$ cat src/design/hsph_pkg.sv
// Package: constants and types of the host select and power handshake block
//
// Behaviour
// - In SPI mode we send on the slave-output pin, sample slave-input.
// - In SDIO mode one two-way command line and four data lines.
// - SPI interrupt output is active-high, active-low or open-drain.
// - With wakeup mode enabled, wakeup output flags a pending packet.
// - High bypass input while booting ignores host, boots default image.
// - After boot, high on that input wakes from light sleep.
// - With handshake on, status A low in either sleep, high on exit.
// - Status B low during deep sleep, high after leaving it.
// - High deep sleep wake input ends deep sleep.
// - Two strap pins select SPI, USB, UART or SDIO host interface.
// - UART host mode turns shared pins into receive, transmit, RTS, CTS (here on dedicated UART ports; shared pins stay undriven).
// - Coexistence mode drives active-high radio transmit indication.
// - Supply control output low in deep sleep, high when leaving it.
package hsph_pkg;

  // ==========================================================
  // Host interface selection
  typedef enum logic [1:0] {
    HSPH_SPI  = 2'h0,
    HSPH_USB  = 2'h1,
    HSPH_UART = 2'h2,
    HSPH_SDIO = 2'h3
  } hsph_mode_e;

  localparam hsph_mode_e HSPH_MODE_RST = HSPH_SDIO;
  localparam logic [1:0] HSPH_STRAP_SETTLE = 2'h3; // Cycles before latch

  // ==========================================================
  // Interrupt output styles
  typedef enum logic [1:0] {
    HSPH_IRQ_HIGH  = 2'h0,
    HSPH_IRQ_LOW   = 2'h1,
    HSPH_IRQ_DRAIN = 2'h2
  } hsph_irq_e;

  // ==========================================================
  // Sleep states, Gray along awake-light-deep
  typedef enum logic [1:0] {
    HSPH_AWAKE = 2'h0,
    HSPH_LIGHT = 2'h1,
    HSPH_DEEP  = 2'h3
  } hsph_sleep_e;

  // Sleep indication pins
  typedef struct packed {
    logic status_a;
    logic status_b;
    logic supply_on;
  } hsph_sleep_s;

  localparam hsph_sleep_s HSPH_SLEEP_RST = 3'h7;

  // ==========================================================
  // Synchroniser bit positions
  localparam int HSPH_S_SEL0   = 0;
  localparam int HSPH_S_SEL1   = 1;
  localparam int HSPH_S_CMD    = 2;
  localparam int HSPH_S_DAT    = 3;
  localparam int HSPH_S_RX     = 7;
  localparam int HSPH_S_CTS    = 8;
  localparam int HSPH_S_BYPASS = 9;
  localparam int HSPH_S_DWAKE  = 10;
  localparam int HSPH_S_PRIO   = 11;
  localparam int HSPH_S_PACT   = 12;
  localparam int HSPH_S_WIDTH  = 13;

endpackage : hsph_pkg

$ cat src/design/hsph_host_select.sv
// Host interface selection, pin routing and sleep handshake
`timescale 1ns/100ps
`default_nettype none

module hsph_host_select (
  input  wire logic               clk,
  input  wire logic               rst_n,
  // Strap pins
  input  wire logic               host_sel_0_in,
  input  wire logic               host_sel_1_in,
  output var  hsph_pkg::hsph_mode_e host_mode,
  output var  logic               strap_done,
  // Shared host pins: command/select and four data lines
  input  wire logic               host_cmd_in,
  output var  logic               host_cmd_out,
  output var  logic               host_cmd_oe,
  input  wire logic [3:0]         host_dat_in,
  output var  logic [3:0]         host_dat_out,
  output var  logic [3:0]         host_dat_oe,
  // Core side of the shared pins
  output var  logic               host_cmd_rx,
  output var  logic [3:0]         host_dat_rx,
  output var  logic               spi_active,
  input  wire logic               spi_tx_bit,
  input  wire logic               sdio_cmd_tx,
  input  wire logic               sdio_cmd_tx_en,
  input  wire logic [3:0]         sdio_dat_tx,
  input  wire logic [3:0]         sdio_dat_tx_en,
  // Host interrupt
  input  wire logic               irq_req,
  input  wire hsph_pkg::hsph_irq_e irq_style,
  // Host wakeup pin
  input  wire logic               wake_irq_en,
  input  wire logic               wake_active_low,
  input  wire logic               pkt_pending,
  output var  logic               host_wake_out,
  output var  logic               host_wake_oe,
  // UART host pins
  input  wire logic               host_serial_rx,
  output var  logic               host_serial_tx,
  output var  logic               host_serial_tx_oe,
  output var  logic               host_serial_rts,
  output var  logic               host_serial_rts_oe,
  input  wire logic               host_serial_cts,
  output var  logic               serial_rx_data,
  output var  logic               serial_cts_seen,
  input  wire logic               serial_tx_data,
  input  wire logic               serial_rts_req,
  // Boot and sleep
  input  wire logic               boot_done,
  input  wire logic               boot_bypass_in,
  output var  logic               skip_host_cmds,
  input  wire logic               light_sleep_req,
  input  wire logic               deep_sleep_req,
  input  wire logic               handshake_en,
  input  wire logic               deep_sleep_wake_in,
  output var  hsph_pkg::hsph_sleep_e sleep_state,
  output var  hsph_pkg::hsph_sleep_s sleep_pins,
  // Coexistence
  input  wire logic               coex_en,
  input  wire logic               wlan_tx_busy,
  output var  logic               radio_tx_active_out,
  input  wire logic               peer_priority_in,
  input  wire logic               peer_tx_active_in,
  output var  logic               peer_priority,
  output var  logic               peer_tx_active
);

  // ==========================================================
  // Pin synchronisers
  logic [hsph_pkg::HSPH_S_WIDTH-1:0] raw;
  logic [hsph_pkg::HSPH_S_WIDTH-1:0] s;
  logic [1:0]                        strap_cnt;
  logic                              spi_select_n;
  logic                              light_sleep_wake_in;
  logic                              deep_wake_s;
  hsph_pkg::hsph_sleep_e             next_sleep;

  assign raw = {peer_tx_active_in, peer_priority_in, deep_sleep_wake_in,
                boot_bypass_in, host_serial_cts, host_serial_rx,
                host_dat_in, host_cmd_in, host_sel_1_in, host_sel_0_in};

  hsph_sync #(.WIDTH(hsph_pkg::HSPH_S_WIDTH)) u_sync (
    .clk   (clk),
    .rst_n (rst_n),
    .d     (raw),
    .q     (s)
  );

  // Synchronised views
  assign spi_select_n        = s[hsph_pkg::HSPH_S_CMD];
  assign light_sleep_wake_in = s[hsph_pkg::HSPH_S_BYPASS];
  assign deep_wake_s         = s[hsph_pkg::HSPH_S_DWAKE];
  assign host_cmd_rx         = s[hsph_pkg::HSPH_S_CMD];
  assign host_dat_rx         = s[hsph_pkg::HSPH_S_DAT +: 4];
  assign serial_rx_data      = s[hsph_pkg::HSPH_S_RX];
  assign serial_cts_seen     = s[hsph_pkg::HSPH_S_CTS];

  // ==========================================================
  // Strap latch, taken once after the synchroniser has filled
  always_ff @(posedge clk or negedge rst_n) begin
    if (!rst_n) begin
      strap_cnt  <= '0;
      strap_done <= 1'b0;
      host_mode  <= hsph_pkg::HSPH_MODE_RST;
    end else if (!strap_done) begin
      strap_cnt <= strap_cnt + 2'h1;
      if (strap_cnt == hsph_pkg::HSPH_STRAP_SETTLE) begin
        strap_done <= 1'b1;
        unique case ({s[hsph_pkg::HSPH_S_SEL1], s[hsph_pkg::HSPH_S_SEL0]})
          2'h2:    host_mode <= hsph_pkg::HSPH_SPI;
          2'h1:    host_mode <= hsph_pkg::HSPH_USB;
          2'h0:    host_mode <= hsph_pkg::HSPH_UART;
          2'h3:    host_mode <= hsph_pkg::HSPH_SDIO;
        endcase
      end
    end
  end

  // SPI addressed while select low
  assign spi_active = strap_done && (host_mode == hsph_pkg::HSPH_SPI)
                      && !spi_select_n;

  // ==========================================================
  // Shared host pin drivers
  always_ff @(posedge clk or negedge rst_n) begin
    if (!rst_n) begin
      host_cmd_out <= 1'b0;
      host_cmd_oe  <= 1'b0;
      host_dat_out <= '0;
      host_dat_oe  <= '0;
    end else begin
      host_cmd_out <= 1'b0;
      host_cmd_oe  <= 1'b0;
      host_dat_out <= '0;
      host_dat_oe  <= '0;
      if (strap_done && host_mode == hsph_pkg::HSPH_SDIO) begin
        host_cmd_out <= sdio_cmd_tx;
        host_cmd_oe  <= sdio_cmd_tx_en;
        host_dat_out <= sdio_dat_tx;
        host_dat_oe  <= sdio_dat_tx_en;
      end else if (strap_done && host_mode == hsph_pkg::HSPH_SPI) begin
        host_dat_out[1] <= spi_tx_bit;
        host_dat_oe[1]  <= !spi_select_n;
        unique case (irq_style)
          hsph_pkg::HSPH_IRQ_HIGH: begin
            host_dat_out[2] <= irq_req;
            host_dat_oe[2]  <= 1'b1;
          end
          hsph_pkg::HSPH_IRQ_LOW: begin
            host_dat_out[2] <= !irq_req;
            host_dat_oe[2]  <= 1'b1;
          end
          default: begin
            host_dat_out[2] <= 1'b0;
            host_dat_oe[2]  <= irq_req;
          end
        endcase
      end
    end
  end

  // ==========================================================
  // UART pins and host wakeup pin
  always_ff @(posedge clk or negedge rst_n) begin
    if (!rst_n) begin
      host_serial_tx     <= 1'b1;
      host_serial_tx_oe  <= 1'b0;
      host_serial_rts    <= 1'b1;
      host_serial_rts_oe <= 1'b0;
    end else begin
      host_serial_tx     <= serial_tx_data;
      host_serial_rts    <= serial_rts_req;
      host_serial_tx_oe  <= strap_done && host_mode == hsph_pkg::HSPH_UART;
      host_serial_rts_oe <= strap_done && host_mode == hsph_pkg::HSPH_UART;
    end
  end

  // Wakeup pin, polarity set by wake_active_low
  always_ff @(posedge clk or negedge rst_n) begin
    if (!rst_n) begin
      host_wake_out <= 1'b0;
      host_wake_oe  <= 1'b0;
    end else begin
      host_wake_oe  <= wake_irq_en;
      host_wake_out <= (wake_irq_en && pkt_pending) ^ wake_active_low;
    end
  end

  // ==========================================================
  // Boot bypass and sleep control
  assign skip_host_cmds = !boot_done && light_sleep_wake_in;

  always_comb begin
    next_sleep = sleep_state;
    unique case (sleep_state)
      hsph_pkg::HSPH_AWAKE: begin
        if (deep_sleep_req) next_sleep = hsph_pkg::HSPH_DEEP;
        else if (light_sleep_req) next_sleep = hsph_pkg::HSPH_LIGHT;
      end
      hsph_pkg::HSPH_LIGHT: begin
        if (deep_sleep_req) next_sleep = hsph_pkg::HSPH_DEEP;
        else if (boot_done && light_sleep_wake_in)
          next_sleep = hsph_pkg::HSPH_AWAKE;
      end
      hsph_pkg::HSPH_DEEP: begin
        if (deep_wake_s) next_sleep = hsph_pkg::HSPH_AWAKE;
      end
      default: next_sleep = hsph_pkg::HSPH_AWAKE;
    endcase
  end

  // Sleep state and indication pins move together
  always_ff @(posedge clk or negedge rst_n) begin
    if (!rst_n) begin
      sleep_state <= hsph_pkg::HSPH_AWAKE;
      sleep_pins  <= hsph_pkg::HSPH_SLEEP_RST;
    end else begin
      sleep_state          <= next_sleep;
      sleep_pins.status_a  <= !(handshake_en &&
                              next_sleep != hsph_pkg::HSPH_AWAKE);
      sleep_pins.status_b  <= next_sleep != hsph_pkg::HSPH_DEEP;
      sleep_pins.supply_on <= next_sleep != hsph_pkg::HSPH_DEEP;
    end
  end

  // ==========================================================
  // Coexistence
  always_ff @(posedge clk or negedge rst_n) begin
    if (!rst_n) begin
      radio_tx_active_out <= 1'b0;
      peer_priority       <= 1'b0;
      peer_tx_active      <= 1'b0;
    end else begin
      radio_tx_active_out <= coex_en && wlan_tx_busy;
      peer_priority  <= coex_en && s[hsph_pkg::HSPH_S_PRIO];
      peer_tx_active <= coex_en && s[hsph_pkg::HSPH_S_PACT];
    end
  end

  // ==========================================================
  // Assertions
  property p_miso;
    @(posedge clk) disable iff (!rst_n)
    strap_done && host_mode == hsph_pkg::HSPH_SPI && !spi_select_n
    |=> host_dat_oe[1] && host_dat_out[1] == $past(spi_tx_bit);
  endproperty
  a_miso: assert property (p_miso) else $error("miso not driven");

  property p_sdio_cmd;
    @(posedge clk) disable iff (!rst_n)
    strap_done && host_mode == hsph_pkg::HSPH_SDIO && sdio_cmd_tx_en
    |=> host_cmd_oe && host_cmd_out == $past(sdio_cmd_tx);
  endproperty
  a_sdio_cmd: assert property (p_sdio_cmd) else $error("sdio cmd");

  property p_irq_drain;
    @(posedge clk) disable iff (!rst_n)
    strap_done && host_mode == hsph_pkg::HSPH_SPI
    && irq_style == hsph_pkg::HSPH_IRQ_DRAIN
    |=> host_dat_oe[2] == $past(irq_req) && !host_dat_out[2];
  endproperty
  a_irq_drain: assert property (p_irq_drain) else $error("irq drain");

  property p_wake;
    @(posedge clk) disable iff (!rst_n)
    wake_irq_en && pkt_pending
    |=> host_wake_oe && host_wake_out == !$past(wake_active_low);
  endproperty
  a_wake: assert property (p_wake) else $error("wake pin");

  property p_light_wake;
    @(posedge clk) disable iff (!rst_n)
    sleep_state == hsph_pkg::HSPH_LIGHT && boot_done
    && light_sleep_wake_in && !deep_sleep_req
    |=> sleep_state == hsph_pkg::HSPH_AWAKE && sleep_pins.status_a;
  endproperty
  a_light_wake: assert property (p_light_wake) else $error("lp wake");

  property p_status_a;
    @(posedge clk) disable iff (!rst_n)
    handshake_en && next_sleep != hsph_pkg::HSPH_AWAKE
    |=> !sleep_pins.status_a;
  endproperty
  a_status_a: assert property (p_status_a) else $error("status a");

  property p_deep_pins;
    @(posedge clk) disable iff (!rst_n)
    sleep_state == hsph_pkg::HSPH_DEEP
    |-> !sleep_pins.status_b && !sleep_pins.supply_on;
  endproperty
  a_deep_pins: assert property (p_deep_pins) else $error("deep pins");

  property p_deep_wake;
    @(posedge clk) disable iff (!rst_n)
    sleep_state == hsph_pkg::HSPH_DEEP && deep_wake_s
    |=> sleep_state == hsph_pkg::HSPH_AWAKE && sleep_pins.status_b;
  endproperty
  a_deep_wake: assert property (p_deep_wake) else $error("ulp wake");

  property p_uart;
    @(posedge clk) disable iff (!rst_n)
    strap_done && host_mode == hsph_pkg::HSPH_UART
    |=> host_serial_tx_oe && host_serial_rts_oe;
  endproperty
  a_uart: assert property (p_uart) else $error("uart pins");

  property p_coex;
    @(posedge clk) disable iff (!rst_n)
    coex_en && wlan_tx_busy |=> radio_tx_active_out;
  endproperty
  a_coex: assert property (p_coex) else $error("coex out");

  c_deep: cover property (@(posedge clk) disable iff (!rst_n)
    sleep_state == hsph_pkg::HSPH_DEEP ##1
    sleep_state == hsph_pkg::HSPH_AWAKE);
  c_light: cover property (@(posedge clk) disable iff (!rst_n)
    sleep_state == hsph_pkg::HSPH_LIGHT ##1
    sleep_state == hsph_pkg::HSPH_AWAKE);
  c_spi: cover property (@(posedge clk) disable iff (!rst_n)
    spi_active && irq_req);

endmodule : hsph_host_select

`default_nettype wire

$ cat src/design/hsph_sync.sv
// Two flip-flop synchroniser for pin inputs
`timescale 1ns/100ps
`default_nettype none

module hsph_sync #(
  parameter int WIDTH = 1
) (
  input  wire logic             clk,
  input  wire logic             rst_n,
  input  wire logic [WIDTH-1:0] d,
  output var  logic [WIDTH-1:0] q
);

  logic [WIDTH-1:0] meta;

  // First stage read only by second stage
  always_ff @(posedge clk or negedge rst_n) begin
    if (!rst_n) begin
      meta <= '0;
      q    <= '0;
    end else begin
      meta <= d;
      q    <= meta;
    end
  end

endmodule : hsph_sync

`default_nettype wire

$ cat config.mk
export PLATFORM = sky130hd
export DESIGN_NAME = hsph_host_select
export DESIGN_NICKNAME = d
export VERILOG_FILES = /design/src/design/hsph_pkg.sv /design/src/design/hsph_host_select.sv /design/src/design/hsph_sync.sv
export SDC_FILE = /design/constraint.sdc
export NUM_CORES = 1
export LEC_CHECK = 0
export BUFFER_PORTS_ARGS = -buffer_cell sky130_fd_sc_hd__buf_2
export CAP_MARGIN = 20
export CORE_ASPECT_RATIO = 1.5
export CORE_UTILIZATION = 46
export DETAILED_ROUTE_END_ITERATION = 12
export PLACE_DENSITY = 0.8
export SYNTH_ARGS = -nofsm -noshare
export SYNTH_HDL_FRONTEND = slang
export SYNTH_SLANG_ARGS = --single-unit
$ cat constraint.sdc
create_clock -name clk -period 1.5 [get_ports clk]
set_clock_uncertainty 0.2 [all_clocks]
set_input_delay 0.3 -clock clk [delete_from_list [all_inputs] [get_ports clk]]
set_output_delay 0.3 -clock clk [all_outputs]
set_load 0.1 [all_outputs]
=== Word level (Yosys, flattened, before mapping) ===
Cells that the tools add are included.

* Register bits: 53
* Logic and storage cells: 76
* Input bits: 40

* Equality and inequality tests: 10
* Add/subtract/negate cells: 1
* Bitwise logic cells: 2
* Multiplexer cells: 21
* Reduce and logical (&&, ||, !) cells: 22

{| class="wikitable"
|+ Operators by type and width
! operator !! number
|-
| 2-bit 2-to-1 mux || 9
|-
| 2-bit equality test (second input constant) || 6
|-
| 1-bit logical AND || 11
|-
| 1-bit 2-to-1 mux || 9
|-
| 2-bit logical NOT || 4
|-
| 2-bit one-hot mux with 4 select lines || 1
|-
| 2-bit by 1-bit equality test with 1-bit output (second input constant) || 3
|-
| 2-bit one-hot mux with 3 select lines || 1
|-
| 1-bit logical NOT || 4
|-
| 2-bit by 1-bit adder with 2-bit output (second input constant) || 1
|-
| 2-bit != test (second input constant) || 1
|-
| 1-bit one-hot mux with 2 select lines || 1
|-
| 2-bit AND reduction || 1
|-
| 2-bit nonzero test || 1
|-
| 2-bit OR reduction || 1
|-
| 1-bit NOT || 1
|-
| 1-bit XOR || 1
|}

=== Longest topological paths before layout ===
* Word-level depth: 7
* Depth in mapped cells: 4
* Mapped depth without buffers: 4

=== Hierarchy ===
From an unflattened synthesis, not the netlist that was laid out.

* Cells, all modules: 111
* Area total of the unflattened synthesis: 1745.4 um^2

{| class="wikitable"
|+ Modules (own cells, without submodules)
! module !! cells an instance !! sequential area each (um^2) !! instances !! area an instance (um^2)
|-
| hsph_host_select || 85 || 683.2 || 1 || 1094.8
|-
| hsph_sync || 26 || 650.6 || 1 || 650.6
|}

=== Worst setup path after synthesis ===
No wires, ideal clock.

* Path kind: reg-to-output
* Start point: reg strap_done
* End point: out spi_active
* Cell stages (with the launch flop): 3
* Path buffers: 1
* Data required time: 1.000 ns
* Setup slack: -1.871 ns
* Arrival time: 2.871 ns
* Cell sequence: dfrtp_1 -> buf_6 -> nor4b_2

* Longest elaborated chain between the ends: 2

{| class="wikitable"
|+ Ends and longest elaborated chain
! item !! RTL line !! text
|-
| start: declaration || hsph_host_select.sv:12 || <nowiki>output var logic strap_done,</nowiki>
|-
| start signal: assignment || hsph_host_select.sv:104 || <nowiki>strap_done <= 1'b0;</nowiki>
|-
| start signal: assignment || hsph_host_select.sv:109 || <nowiki>strap_done <= 1'b1;</nowiki>
|-
| 1-bit logical AND || hsph_host_select.sv:121 || <nowiki>assign spi_active = strap_done && (host_mode == hsph_pkg::HSPH_SPI)</nowiki>
|-
| 1-bit logical AND || hsph_host_select.sv:122 || <nowiki>&& !spi_select_n;</nowiki>
|-
| end: declaration || hsph_host_select.sv:23 || <nowiki>output var logic spi_active,</nowiki>
|}

No other way between the ends.

=== Worst setup path in the final report ===
* Start point: reg host_mode[0]
* End point: out spi_active

* Longest elaborated chain between the ends: 3

{| class="wikitable"
|+ Ends and longest elaborated chain
! item !! RTL line !! text
|-
| start: declaration || hsph_host_select.sv:11 || <nowiki>output var hsph_pkg::hsph_mode_e host_mode,</nowiki>
|-
| start signal: assignment || hsph_host_select.sv:105 || <nowiki>host_mode <= hsph_pkg::HSPH_MODE_RST;</nowiki>
|-
| start signal: assignment || hsph_host_select.sv:111 || <nowiki>2'h2: host_mode <= hsph_pkg::HSPH_SPI;</nowiki>
|-
| start signal: assignment || hsph_host_select.sv:112 || <nowiki>2'h1: host_mode <= hsph_pkg::HSPH_USB;</nowiki>
|-
| 2-bit logical NOT || hsph_host_select.sv:121 ||
|-
| 1-bit logical AND || hsph_host_select.sv:121 ||
|-
| 1-bit logical AND || hsph_host_select.sv:122 ||
|}

No other way between the ends.

==> flow_summary.json <==
{
  "outcome": "complete, but fails checks",
  "violations": "negative setup slack",
  "drt_iter0_drc": 22,
  "ys_seq_area_frac": 0.751,
  "fillCellCount": 145,
  "fmax_mhz": 530,
  "synthesis.area_sq_um": 1780,
  "die_h_um": 78.1,
  "crit_path_start_kind": "register",
  "cts_buffers": 5,
  "grt_pass1_wl_mm": 6.96,
  "regArea_sq_um": 1360,
  "syn_nets": 159,
  "placedCellCount": 232,
  "area_growth_pct": 82.6,
  "hold_ws_ns": 0.000632,
  "dpl_cell_area_sq_um": 2790,
  "hold_path.class": "in2reg",
  "routed-via-count": 1354,
  "clk_pin_slew_ns": 0.09,
  "drc": 0,
  "p_leak_uw": 0.00157,
  "antenna_left": 0,
  "rsz0062_at_grt": "yes",
  "routedWlPerCell_um": 19.6,
  "drv_cap": 0,
  "synthDistinctLibCells": 31,
  "grt_pass1_vias": 1423,
  "worst_pin_slew_ns": 0.324,
  "yosys.area.top_type": "dfrtp_1",
  "final_area_sq_um": 3240,
  "initial_core_util": 0.482,
  "io_buffers": 75,
  "r2r-start": "host_mode[0]$_DFFE_PN1P_",
  "floorplan.rows": 27,
  "num_antenna_cells": 0,
  "clock-sinks": 53,
  "synth_area_leaders": "dfrtp_1 (66%), dfstp_2 (8.9%), and2_1 (3.2%)",
  "final-hold-violation-count": 0,
  "die_w_um": 52.7,
  "clk_latency_ns": 0.32,
  "synth_edf_count": 0,
  "crit_path_max_fanout": 2,
  "grt_usage": 0.250,
  "synthCells": 115,
  "ff2ff_path_depth": 5,
  "worst_ep_required_time_ns": 1.00,
  "hp-start": "sdio_dat_tx_en[0]",
  "worstPathArrival_ns": 1.39,
  "dp_slack_ns": -0.0239,
  "synth.most_common_cell": "dfrtp_1",
  "ir_drop_mv": 1.35,
  "max_slew_margin": 0.783,
  "io_pins": 76,
  "clockBufferDepth": 2,
  "dr.pass1.iters": 4,
  "place_congestion": 0.811,
  "layout-drive-gt1-share": 0.573,
  "crit_type": "reg2out",
  "ys_ff_latch": 53,
  "multi_input_area_sq_um": 428,
  "period_share": 1.26,
  "drv_slew": 0,
  "gr-total-overflow": 0,
  "dp_hpwl_mm": 2.94,
  "pwr_density_cell_nw_per_um2": 1220,
  "fin_ws_ns": -0.387,
  "crit_path_start": "host_mode[0]$_DFFE_PN1P_",
  "holdPathStages": 2,
  "post-route-util": 0.880,
  "dieArea_sq_um": 4120,
  "viasPerCell": 5.01,
  "antenna_found_initial": 0,
  "yosys-top-cells-count": "dfrtp_1 (47), and2_1 (9), inv_1 (7)",
  "grt_max_degree": 54,
  "core_sq_um": 3680,
  "root_buffer": "clkbuf_8",
  "fin_nets": 270,
  "setup_viol": 18,
  "fin_crit_ns": 1.89,
  "htree_levels": 2,
  "cts_tree": "yes",
  "synth_ff_type": "dfrtp_1",
  "crit_path_end_kind": "output pin",
  "netlist.area_leader.share": 0.662,
  "yosysWarnings": 0,
  "totalWireLength_mm": 5.29,
  "instances_no_fill": 270,
  "synthArstFlopShare": 1.00,
  "synth.avg_cell_area_sq_um": 15.4
}
## path summary, 6_finish.rpt
path | end | slack [ns]
setup reg to reg | host_dat_oe[2]$_DFF_PN0_ | -0.02
setup / recovery | spi_active | -0.39
hold / removal | host_dat_oe[0]$_DFF_PN0_ | 0.0006
min in group asynchronous | u_sync.q[6]$_DFF_PN0_ | 0.31
max in group asynchronous | host_mode[0]$_DFFE_PN1P_ | 0.50
hold reg to reg | u_sync.q[9]$_DFF_PN0_ | 0.16
## kinds of logic after synthesis
| family | Yosys count | share of synthesized area |
|---|---|---|
| xor gates and xnor gates | 3 | 0.0148 |
| buffers and inverters | 14 | 0.0465 |
| muxes | 2 | 0.0148 |
| DFF | 53 | 0.751 |
| and+or+nand+nor | 29 | 0.106 |
| AOI/OAI and AO/OA | 10 | 0.0388 |
| adders and majority gates | 4 | 0.0282 |
## layout make-up
type | count | area share
flip-flops and latches | 53 | 0.418
repair buffers | 111 | 0.396
multi-input cells | 48 | 0.132
clock buffers | 5 | 0.0212
well taps | 43 | 0.0166
inverters | 7 | 0.00810
clock inverters | 3 | 0.00772
## worst max-delay path, cell delays in order (launching register included)
cell and delay, ns:
dfstp_4 0.49, nor4b_4 0.37, buf_12 0.22
## placed cells by master, fill, tap and decap left out, types with 3 or more instances in the layout
master,Yosys,layout
and2_1,9,5
and2_4,0,4
buf_12,0,37
buf_2,0,39
buf_4,6,9
buf_6,1,4
buf_8,0,3
clkbuf_8,0,5
dfrtp_1,47,42
dfrtp_2,0,3
dfstp_2,6,3
dfstp_4,0,3
dlygate4sd3_1,0,19
ha_1,4,4
inv_1,7,7
nand2_1,4,4
nand3_1,5,3
## per-layer routing
layer	part of all wire	wire, um	GRT usage	vias to the layer above
met2	0.63	3330	0.456	71
li1	-	-	-	588
met3	0.046	242	0.0659	8
met4	0.022	116	0.134	0
met1	0.30	1610	0.240	687
met5	0	0	0	-
## state kept, by name, summed over array words and instances (netlist names), 2 cells and up
name	flops
u_sync.q	13
sleep_pins	2
host_dat_out	4
u_sync.meta	13
sleep_state	2
host_mode	2
strap_cnt	2
host_dat_oe	4
## repair_timing
action,4_1_cts,5_1_grt
endpoints found under the hold margin,65,0
setup buffers,3,9
setup endpoints to repair,11,25
resized for setup,5,19
pin swaps,1,7
hold buffers,19,0
## report_power, final
group	switching, uW	internal (uW)
sequential	110	1560
combinational	898	543
clock	493	338
total	1500	2440
## stage by stage
| stage | total power (uW) | TNS, ns |
|---|---|---|
| after floorplan | 2460 | -1.56 |
| after global placement | 2960 | -0.0202 |
| after detailed placement | 3000 | -0.0239 |
| after CTS | 3860 | -1.53 |
| after global routing | 4050 | -2.31 |
| final | 3940 | -1.67 |
Note: power is estimated with default switching activity, not from simulation.
